`config.mk`:
```
export PLATFORM = sky130hd
export DESIGN_NAME = sps_port
export DESIGN_NICKNAME = d
export VERILOG_FILES = /design/src/sps_pkg.sv /design/src/sps_link.sv /design/src/sps_port.sv
export SDC_FILE = /design/constraint.sdc
export NUM_CORES = 1
export LEC_CHECK = 0
export ABC_AREA = 1
export BUFFER_PORTS_ARGS = -buffer_cell sky130_fd_sc_hd__buf_2
export CAP_MARGIN = 5
export CORE_UTILIZATION = 45
export CTS_CLUSTER_SIZE = 8
export DETAILED_ROUTE_END_ITERATION = 10
export HOLD_SLACK_MARGIN = 0.05
export PLACE_DENSITY_LB_ADDON = 0.1
export SLEW_MARGIN = 30
export SYNTH_ARGS = -nofsm -noshare
export SYNTH_HDL_FRONTEND = slang
export SYNTH_SLANG_ARGS = --single-unit
```
`constraint.sdc`:
```
create_clock -name clk_i -period 4 [get_ports clk_i]
set_input_delay 0.4 -clock clk_i [delete_from_list [all_inputs] [get_ports clk_i]]
set_output_delay 0.4 -clock clk_i [all_outputs]
set_load 0.01 [all_outputs]
```
`src/sps_pkg.sv`:
```
// constants, field positions and carrier types for the sync serial port
// assumes a 32-bit APB bus with byte addresses held in the low 8 bits
package sps_pkg;

    localparam int unsigned ADDR_W = 8;
    localparam int unsigned DATA_W = 32;
    localparam int unsigned BYTE_W = 8;

    // register byte addresses
    localparam logic [ADDR_W-1:0] OFS_STATUS   = 8'h94;
    localparam logic [ADDR_W-1:0] OFS_CTRL     = 8'h98;
    localparam logic [ADDR_W-1:0] OFS_BUF      = 8'h9C;
    localparam logic [ADDR_W-1:0] OFS_IRQ_STAT = 8'hA0;
    localparam logic [ADDR_W-1:0] OFS_IRQ_MASK = 8'hA4;

    // serial_port_status fields
    localparam int unsigned ST_DATA_ADDR = 5;
    localparam int unsigned ST_STOP      = 4;
    localparam int unsigned ST_START     = 3;
    localparam int unsigned ST_DIR       = 2;
    localparam int unsigned ST_ADDR_UPD  = 1;
    localparam int unsigned ST_BUF_FULL  = 0;

    // port_control_reg fields
    localparam int unsigned CT_EN   = 5;
    localparam int unsigned CT_CKP  = 4;
    localparam int unsigned CT_I2C  = 0;
    localparam logic [BYTE_W-1:0] CTRL_RST  = 8'h00;
    localparam logic [BYTE_W-1:0] CTRL_MASK = 8'h31;

    // interrupt status / mask fields
    localparam int unsigned IRQ_W    = 3;
    localparam int unsigned IQ_BYTE  = 0;
    localparam int unsigned IQ_START = 1;
    localparam int unsigned IQ_STOP  = 2;
    localparam logic [IRQ_W-1:0] IRQ_RST = 3'h0;

    // receive bit counts
    localparam logic [3:0] SPI_LAST_BIT = 4'h7;
    localparam logic [3:0] I2C_LAST_BIT = 4'h8;

    typedef enum logic [2:0] {
        FR_IDLE = 3'b001,
        FR_ADDR = 3'b010,
        FR_DATA = 3'b100
    } sps_frame_e;

    typedef struct packed {
        logic sck;
        logic sd;
        logic ss_n;
    } sps_pin_in_s;

    typedef struct packed {
        logic              start;
        logic              stop;
        logic              byte_done;
        logic [BYTE_W-1:0] data;
    } sps_evt_s;

endpackage

```
`src/sps_link.sv`:
```
// pin synchroniser, start/stop detector and 8-bit shifter of the serial port
// assumes pins are asynchronous to clk_i and toggle no faster than clk_i/4
`timescale 1ns/10ps
module sps_link (
    input  wire logic                      clk_i,
    input  wire logic                      nrst_i,
    input  wire logic                      enable_i,
    input  wire logic                      i2c_mode_i,
    input  wire logic                      ckp_i,
    input  wire sps_pkg::sps_pin_in_s      pins_i,
    input  wire logic                      tx_load_i,
    input  wire logic [sps_pkg::BYTE_W-1:0] tx_data_i,
    output sps_pkg::sps_evt_s              evt_o,
    output logic                           sdo_o
);
    import sps_pkg::*;

    sps_pin_in_s       sync1_q;
    sps_pin_in_s       sync2_q;
    sps_pin_in_s       prev_q;
    logic [BYTE_W-1:0] rx_q;
    logic [BYTE_W-1:0] tx_q;
    logic [3:0]        cnt_q;
    sps_evt_s          evt_q;
    logic              sdo_q;

    wire sck_rise   = sync2_q.sck & ~prev_q.sck;
    wire sck_fall   = ~sync2_q.sck & prev_q.sck;
    wire i2c_on     = enable_i & i2c_mode_i;
    wire spi_on     = enable_i & ~i2c_mode_i & ~sync2_q.ss_n;
    // sda may only move while scl is low; a move with scl high is a condition
    wire scl_high   = sync2_q.sck & prev_q.sck;
    wire start_det  = i2c_on & scl_high & prev_q.sd & ~sync2_q.sd;
    wire stop_det   = i2c_on & scl_high & ~prev_q.sd & sync2_q.sd;
    wire rx_edge    = i2c_on ? sck_rise : (spi_on & (ckp_i ? sck_rise : sck_fall));
    wire tx_edge    = spi_on & (ckp_i ? sck_fall : sck_rise);
    wire [3:0] last = i2c_mode_i ? I2C_LAST_BIT : SPI_LAST_BIT;
    // in i2c the ninth clock carries the acknowledge and is not shifted in
    wire shift_bit  = rx_edge & (cnt_q < SPI_LAST_BIT + 4'h1);
    wire byte_end   = rx_edge & (cnt_q == SPI_LAST_BIT);
    wire cnt_clr    = ~enable_i | start_det | (~i2c_mode_i & sync2_q.ss_n);

    always_ff @(posedge clk_i or negedge nrst_i) begin
        if (!nrst_i) begin
            // pins idle high, so no false edge after reset
            sync1_q <= '1;
            sync2_q <= '1;
            prev_q  <= '1;
        end else begin
            sync1_q <= pins_i;
            sync2_q <= sync1_q;
            prev_q  <= sync2_q;
        end
    end

    always_ff @(posedge clk_i or negedge nrst_i) begin
        if (!nrst_i) begin
            rx_q  <= '0;
            cnt_q <= '0;
        end else if (cnt_clr) begin
            cnt_q <= '0;
        end else if (rx_edge) begin
            if (shift_bit) begin
                rx_q <= {rx_q[BYTE_W-2:0], sync2_q.sd};
            end
            cnt_q <= (cnt_q == last) ? 4'h0 : cnt_q + 4'h1;
        end
    end

    always_ff @(posedge clk_i or negedge nrst_i) begin
        if (!nrst_i) begin
            evt_q <= '0;
        end else begin
            evt_q.start     <= start_det;
            evt_q.stop      <= stop_det;
            evt_q.byte_done <= byte_end & ~cnt_clr;
            if (byte_end & ~cnt_clr) begin
                evt_q.data <= {rx_q[BYTE_W-2:0], sync2_q.sd};
            end
        end
    end

    // msb first out of the transmit shifter in spi mode
    always_ff @(posedge clk_i or negedge nrst_i) begin
        if (!nrst_i) begin
            tx_q  <= '0;
            sdo_q <= 1'b0;
        end else begin
            if (tx_load_i) begin
                tx_q <= tx_data_i;
            end else if (tx_edge) begin
                tx_q <= {tx_q[BYTE_W-2:0], 1'b0};
            end
            sdo_q <= tx_q[BYTE_W-1];
        end
    end

    assign evt_o = evt_q;
    assign sdo_o = sdo_q;

endmodule

```
`src/sps_port.sv`:
```
// sync serial port: APB register slave, status flags, i2c frame tracking
// and pin ownership between the port and general-purpose logic
// assumes APB master on clk_i and asynchronous serial pins
//
// Register access over APB is this design's own decision.
`timescale 1ns/10ps

// Summary of operation
// - one personality at a time: spi or i2c
// - status bits 7 and 6 read zero
// - start flag shows last condition was start
// - start flag i2c only, cleared on disable
// - start flag zero after reset
// - enable hands sck and sd to port (sdo only in spi), else gpio
// - full byte loads buffer, sets full and irq
// - buffer read clears buffer full flag
module sps_port (
    input  wire logic                        clk_i,
    input  wire logic                        nrst_i,
    input  wire logic                        psel_i,
    input  wire logic                        penable_i,
    input  wire logic                        pwrite_i,
    input  wire logic [sps_pkg::ADDR_W-1:0]  paddr_i,
    input  wire logic [sps_pkg::DATA_W-1:0]  pwdata_i,
    output logic      [sps_pkg::DATA_W-1:0]  prdata_o,
    output logic                             pready_o,
    output logic                             pslverr_o,
    input  wire logic                        pin_sck_i,
    input  wire logic                        pin_sd_i,
    input  wire logic                        pin_ss_n_i,
    output logic                             pin_sck_o,
    output logic                             pin_sck_oe_o,
    output logic                             pin_sd_o,
    output logic                             pin_sd_oe_o,
    output logic                             pin_sdo_o,
    output logic                             pin_sdo_oe_o,
    input  wire logic [2:0]                  gpio_out_i,
    input  wire logic [2:0]                  gpio_oe_i,
    output logic                             irq_o
);
    import sps_pkg::*;

    function automatic logic hit(input logic [ADDR_W-1:0] a, input logic [ADDR_W-1:0] ofs);
        hit = (a == ofs);
    endfunction

    logic [BYTE_W-1:0] ctrl_q;
    logic [BYTE_W-1:0] rxbuf_q;
    logic [BYTE_W-1:0] txbuf_q;
    logic              buf_full_q;
    logic              start_q;
    logic              stop_q;
    logic              data_addr_q;
    logic              dir_q;
    sps_frame_e        frame_q;
    sps_frame_e        frame_d;
    logic [IRQ_W-1:0]  irq_stat_q;
    logic [IRQ_W-1:0]  irq_mask_q;
    logic [DATA_W-1:0] prdata_q;
    logic              tx_load_q;
    logic              sck_o_q;
    logic              sck_oe_q;
    logic              sd_o_q;
    logic              sd_oe_q;
    logic              sdo_o_q;
    logic              sdo_oe_q;
    sps_evt_s          evt;
    sps_pin_in_s       pins;
    logic              link_sdo;

    // bus decode
    wire setup      = psel_i & ~penable_i;
    wire access     = psel_i & penable_i;
    wire a_status   = hit(paddr_i, OFS_STATUS);
    wire a_ctrl     = hit(paddr_i, OFS_CTRL);
    wire a_buf      = hit(paddr_i, OFS_BUF);
    wire a_istat    = hit(paddr_i, OFS_IRQ_STAT);
    wire a_imask    = hit(paddr_i, OFS_IRQ_MASK);
    wire mapped     = a_status | a_ctrl | a_buf | a_istat | a_imask;
    wire bad_access = ~mapped | (pwrite_i & a_status);
    wire wr_ctrl    = access & pwrite_i & a_ctrl;
    wire wr_buf     = access & pwrite_i & a_buf;
    wire wr_istat   = access & pwrite_i & a_istat;
    wire wr_imask   = access & pwrite_i & a_imask;
    wire rd_buf     = access & ~pwrite_i & a_buf;

    wire enabled    = ctrl_q[CT_EN];
    wire i2c_mode   = ctrl_q[CT_I2C];
    wire i2c_on     = enabled & i2c_mode;

    // status word: top two bits have no storage
    wire [BYTE_W-1:0] status_word = {2'b00,
                                     data_addr_q,
                                     stop_q,
                                     start_q,
                                     dir_q,
                                     1'b0,
                                     buf_full_q};

    // seven-bit addressing only, so the address-update flag never rises
    wire [DATA_W-1:0] rd_mux =
        a_status ? {24'h000000, status_word} :
        a_ctrl   ? {24'h000000, ctrl_q} :
        a_buf    ? {24'h000000, rxbuf_q} :
        a_istat  ? {29'h00000000, irq_stat_q} :
        a_imask  ? {29'h00000000, irq_mask_q} :
                   32'h00000000;

    wire [IRQ_W-1:0] irq_set = {evt.stop & i2c_on, evt.start & i2c_on, evt.byte_done};
    wire [IRQ_W-1:0] irq_clr = wr_istat ? pwdata_i[IRQ_W-1:0] : 3'h0;

    assign pins = '{sck: pin_sck_i, sd: pin_sd_i, ss_n: pin_ss_n_i};

    sps_link i_sps_link (
        .clk_i      (clk_i),
        .nrst_i     (nrst_i),
        .enable_i   (enabled),
        .i2c_mode_i (i2c_mode),
        .ckp_i      (ctrl_q[CT_CKP]),
        .pins_i     (pins),
        .tx_load_i  (tx_load_q),
        .tx_data_i  (txbuf_q),
        .evt_o      (evt),
        .sdo_o      (link_sdo)
    );

    // bus answer: one access cycle, read data captured in setup
    always_ff @(posedge clk_i or negedge nrst_i) begin
        if (!nrst_i) begin
            prdata_q <= '0;
        end else if (setup) begin
            prdata_q <= pwrite_i ? 32'h00000000 : rd_mux;
        end
    end

    always_ff @(posedge clk_i or negedge nrst_i) begin
        if (!nrst_i) begin
            ctrl_q     <= CTRL_RST;
            irq_mask_q <= IRQ_RST;
            txbuf_q    <= '0;
            tx_load_q  <= 1'b0;
        end else begin
            if (wr_ctrl) begin
                ctrl_q <= pwdata_i[BYTE_W-1:0] & CTRL_MASK;
            end
            if (wr_imask) begin
                irq_mask_q <= pwdata_i[IRQ_W-1:0];
            end
            if (wr_buf) begin
                txbuf_q <= pwdata_i[BYTE_W-1:0];
            end
            tx_load_q <= wr_buf;
        end
    end

    // sticky interrupt bits, set beats a write-one clear
    always_ff @(posedge clk_i or negedge nrst_i) begin
        if (!nrst_i) begin
            irq_stat_q <= IRQ_RST;
        end else begin
            irq_stat_q <= (irq_stat_q & ~irq_clr) | irq_set;
        end
    end

    // receive buffer and full flag; a byte landing during the read wins
    always_ff @(posedge clk_i or negedge nrst_i) begin
        if (!nrst_i) begin
            rxbuf_q    <= '0;
            buf_full_q <= 1'b0;
        end else if (evt.byte_done) begin
            rxbuf_q    <= evt.data;
            buf_full_q <= 1'b1;
        end else if (rd_buf || !enabled) begin
            buf_full_q <= 1'b0;
        end
    end

    // last bus condition; disable or spi mode forces both low
    always_ff @(posedge clk_i or negedge nrst_i) begin
        if (!nrst_i) begin
            start_q <= 1'b0;
            stop_q  <= 1'b0;
        end else if (!i2c_on) begin
            start_q <= 1'b0;
            stop_q  <= 1'b0;
        end else if (evt.start) begin
            start_q <= 1'b1;
            stop_q  <= 1'b0;
        end else if (evt.stop) begin
            start_q <= 1'b0;
            stop_q  <= 1'b1;
        end
    end

    // i2c frame: first byte after start is the address byte
    always_comb begin
        frame_d = frame_q;
        case (frame_q)
            FR_IDLE: begin
                if (evt.start) begin
                    frame_d = FR_ADDR;
                end
            end
            FR_ADDR: begin
                if (evt.stop) begin
                    frame_d = FR_IDLE;
                end else if (evt.byte_done) begin
                    frame_d = FR_DATA;
                end
            end
            FR_DATA: begin
                if (evt.stop) begin
                    frame_d = FR_IDLE;
                end else if (evt.start) begin
                    frame_d = FR_ADDR;
                end
            end
            default: begin
                frame_d = FR_IDLE;
            end
        endcase
        if (!i2c_on) begin
            frame_d = FR_IDLE;
        end
    end

    always_ff @(posedge clk_i or negedge nrst_i) begin
        if (!nrst_i) begin
            frame_q     <= FR_IDLE;
            data_addr_q <= 1'b0;
            dir_q       <= 1'b0;
        end else begin
            frame_q <= frame_d;
            if (!i2c_on) begin
                data_addr_q <= 1'b0;
                dir_q       <= 1'b0;
            end else if (evt.byte_done) begin
                data_addr_q <= (frame_q == FR_DATA);
                if (frame_q == FR_ADDR) begin
                    dir_q <= evt.data[0];
                end
            end else if (evt.stop) begin
                dir_q <= 1'b0;
            end
        end
    end

    // pin ownership; the port only listens on sck and sd, so no ack is driven
    wire       spi_sdo_own = enabled & ~i2c_mode;
    wire [5:0] pin_d = enabled ?
        {1'b0, 1'b0, 1'b0, 1'b0,
         spi_sdo_own ? link_sdo : gpio_out_i[2],
         spi_sdo_own | gpio_oe_i[2] & i2c_mode} :
        {gpio_out_i[0], gpio_oe_i[0], gpio_out_i[1], gpio_oe_i[1],
         gpio_out_i[2], gpio_oe_i[2]};

    always_ff @(posedge clk_i or negedge nrst_i) begin
        if (!nrst_i) begin
            {sck_o_q, sck_oe_q, sd_o_q, sd_oe_q, sdo_o_q, sdo_oe_q} <= 6'h00;
        end else begin
            {sck_o_q, sck_oe_q, sd_o_q, sd_oe_q, sdo_o_q, sdo_oe_q} <= pin_d;
        end
    end

    assign prdata_o     = prdata_q;
    assign pready_o     = access;
    assign pslverr_o    = access & bad_access;
    assign irq_o        = |(irq_stat_q & irq_mask_q);
    assign pin_sck_o    = sck_o_q;
    assign pin_sck_oe_o = sck_oe_q;
    assign pin_sd_o     = sd_o_q;
    assign pin_sd_oe_o  = sd_oe_q;
    assign pin_sdo_o    = sdo_o_q;
    assign pin_sdo_oe_o = sdo_oe_q;

endmodule

```
==> metrics.md <==
| Metric | Value |
|---|---|
| Outcome | `finished with violations` |
| Failing checks | `DRC` |
| Placed cells | `598` |
| Row count | `34` |
| CTS Hold Bufs | `0` |
| Clk_skew | `0.0126 ns` |
| Leading area contributor after synthesis | `dfrtp_1` |
| DRC | `1` |
| Nets | `556` |
| Most common cell after layout, fill and taps aside | `nand2_1` |
| Die Y-Extent | `96.5 um` |
| Min Tclk post-route | `2.37 ns` |
| Post-synthesis sequential area ratio | `~54%` |
| Initial antenna violation count | `0` |
| Worst-Skew Late Latency | `0.36 ns` |
| Capturing point of the worst reg2reg path | `i_sps_link.evt_o[2]` |
| Final Hold Violating Endpoints | `0` |
| Clock Path Buffers | `2` |
| Pre-Repair DR Iteration Count | `8` |
| Vias in the first global route | `2466` |
| ANT nets after route | `0` |
| P_leak | `0.00224 uW` |
| Sink Count | `87` |
| Hpwl dp | `around 5400 um` |
| CTS buffer count | `9` |
| R2R setup slack | `2.13 ns` |
| Area growth syn-to-layout | `11.4%` |
| Global-route usage over all layers | `between 15 and 20%` |
| Initial core utilization | `46.3%` |
| Pre-CTS WS | `between 1.5 and 2 ns` |
| Hold crit path type | `in2async` |
| CP cell instances | `buf_2, inv_1, nand3_1, nor2_1, nand2_2, nand3_1, nor2_1, nand2_1, o21ai_0, buf_2` |
| Worst Setup Start Kind | `input pin` |
| Slew @ Worst Pin | `0.772 ns` |
| Pin count of the biggest net entering global routing | `63` |
| Fin crit share | `59.2%` |
| Critical path type | `in2out` |
| Filler Cell Count | `between 800 and 900` |
| Post-Route Setup TNS | `0 ns` |
| Average wire per standard cell | `12.2 um` |
| Initial detailed-routing violation count | `186` |
| WHS | `~0.1 ns` |
| Critical path peak fanout | `12` |
| GPL Wtd Cong | `0.799` |
| H-tree levels | `3` |
| Core Area | `approximately 8700 um2` |
| Max Slew Vio Count | `0` |
| Avg Cell Area, Syn | `8.87 um2` |
| PwrDens | `374 nW/um2` |
| Worst reg2reg path depth | `8` |
| Distinct cell type count after synthesis | `41` |
| Clock root buffer master | `clkbuf_8` |
| Commonest non-fill, non-tap cells in the layout | `113 x nand2_1, 78 x dfrtp_1, 60 x inv_1, 45 x buf_2, 38 x nand3_1` |
| Yosys Warn Count | `0` |
| RSZ-0062 raised after global routing | `false` |
| Post-CTS Setup Repair Bufs | `0` |
| Slowest CP cell | `nor2_1` |
| Final setup margin | `1.63 ns` |
| Die Width | `96.5 um` |
| Port bufs | `46` |
| Antenna Diode Count | `0` |
| Crit path depth | `10` |
| Slew HR | `48.5%` |
| Number of synthesized flops with an enable pin | `0` |
| Final WL | `about 7500 um` |
| R2r startpoint | `ctrl_q[5]` |
| CP required | `3.60 ns` |
| Post-CTS Resized | `0` |
| Remaining Overflow, GRT | `0` |
| Peak VDD IR | `0.174 mV` |
| CP bufs+invs | `3` |
| Share of post-route cells with drive strength above 1 | `19.0%` |
| Vias post-DR | `2963` |
| Share of the synthesized area in the top cell type | `between 40% and 50%` |
| Ys async rst share | `100%` |
| Largest delay share family, worst path | `simple AND/OR/NAND/NOR gates` |
| Total Power | `1670 uW` |
| Arrival time at the worst endpoint | `1.97 ns` |
| Vias per cell | `4.83` |
| Die area | `9320 um2` |
| Register bit total from synthesis | `87` |
| Fin cells | `614` |
| Max frequency | `423 MHz` |
| CTS tree | `done` |
| Max-capacitance violation count | `0` |
| Cells after synthesis | `453` |
| Primary FF master, synth | `dfrtp_1` |
| Main area contributors after synthesis | `dfrtp_1 49%, nand2_1 11%, dfstp_2 5.9%, inv_1 5.6%, nand3_1 4.7%` |
| # setup viols final | `0` |
| Post-Synthesis Cell Area | `4020 um2` |
| I/O pin count | `95` |
| Setup crit end kind | `primary output` |
| Slowest cell delay on critical path | `between 0.5 and 0.6 ns` |
| Clk pin slew, worst setup/hold paths | `0.09 ns` |
| Global-route wire length before repair | `12100 um` |
==> registers in the layout (all words and copies together), names as in the netlist, 2 cells and up <==
register and flops:
frame_q 3, rxbuf_q 8, i_sps_link.evt_o 11, irq_stat_q 3
ctrl_q 3, i_sps_link.prev_q 2, i_sps_link.cnt_q 4, txbuf_q 8
i_sps_link.tx_q 8, i_sps_link.sync1_q 3, irq_mask_q 3, i_sps_link.rx_q 7
prdata_o 8, i_sps_link.sync2_q 3
==> synth_stat cells, types with 2 or more instances <==
| cell | count |
|---|---|
| inv_1 | 60 |
| buf_6 | 2 |
| dfrtp_1 | 78 |
| clkbuf_1 | 3 |
| o211ai_1 | 5 |
| o31ai_1 | 5 |
| nand2_1 | 113 |
| buf_2 | 4 |
| a31oi_1 | 3 |
| o21ai_2 | 7 |
| nand2_2 | 4 |
| a21oi_1 | 3 |
| nor3_1 | 5 |
| o21ai_1 | 4 |
| o41ai_1 | 2 |
| nor2_1 | 24 |
| a22oi_1 | 2 |
| o21ai_0 | 36 |
| nand3_1 | 38 |
| dfstp_2 | 9 |
| nand3_4 | 2 |
| buf_4 | 24 |
| inv_2 | 2 |
==> stage by stage <==
| stage | utilization [%] | area (um2) |
|---|---|---|
| 6_report | 51.6 | 4480 |
| 2_1_floorplan | - | 4110 |
| 3_5_place_dp | 48.9 | 4250 |
| 3_3_place_gp | 48.9 | 4250 |
| 4_1_cts | 51.6 | 4480 |
| 5_1_grt | 51.6 | 4480 |
==> worst register-to-register path, cell delays in order, from the launching register on <==
cell and delay, ns:
dfrtp_1 0.54, nand2_4 0.21, inv_4 0.08, o21ai_4 0.14
nand3_4 0.14, nor2_8 0.21, nand3_4 0.23, nand2_1 0.15
o21ai_2 0.06
==> power breakdown <==
group,leakage (uW),internal [uW],switching (uW)
combinational,0.000974,24.4,57.2
clock,0.000117,372,316
sequential,0.00115,896,7.96
==> how the worst max path moves through the flow <==
stage                    start   endpoint
global route        paddr_i[6]  pslverr_o
CTS                 paddr_i[6]  pslverr_o
global placement    paddr_i[6]  pslverr_o
detailed placement  paddr_i[6]  pslverr_o
floorplan           paddr_i[0]  pslverr_o
finish              paddr_i[6]  pslverr_o
==> routing by layer <==
layer	wire (um)	up-vias	track usage, %
li1	-	1498	-
met1	3700	1375	25.6
met2	3340	79	25.5
met3	337	11	2.82
met4	110	0	7.35
met5	0	-	0
==> cell type report <==
cell class	instances	area (um2)	area share, %
tap	108	135	3.02
clock buffer	10	138	3.07
inverter	64	243	5.42
clock inverter	6	91.3	2.04
timing repair buffer	47	240	5.37
multi-input combinational	292	1440	32.2
sequential	87	2190	48.9
==> kinds of logic (layout without fill, tap and decap cells) <==
kind of cell               count (synthesis)  after routing  synth area share, %
DFF                                       87             87                 54.4
muxes                                      1              1                0.280
and+or+nand+nor                          192            192                 21.2
adders and majority gates                  1              1                0.311
buffers and inverters                     97            127                 11.9
AOI/OAI and AO/OA                         72             72                 11.4
xor gates and xnor gates                   2              2                0.436
other                                      1             24               0.0933
Note: power is estimated with default switching activity, not from simulation.
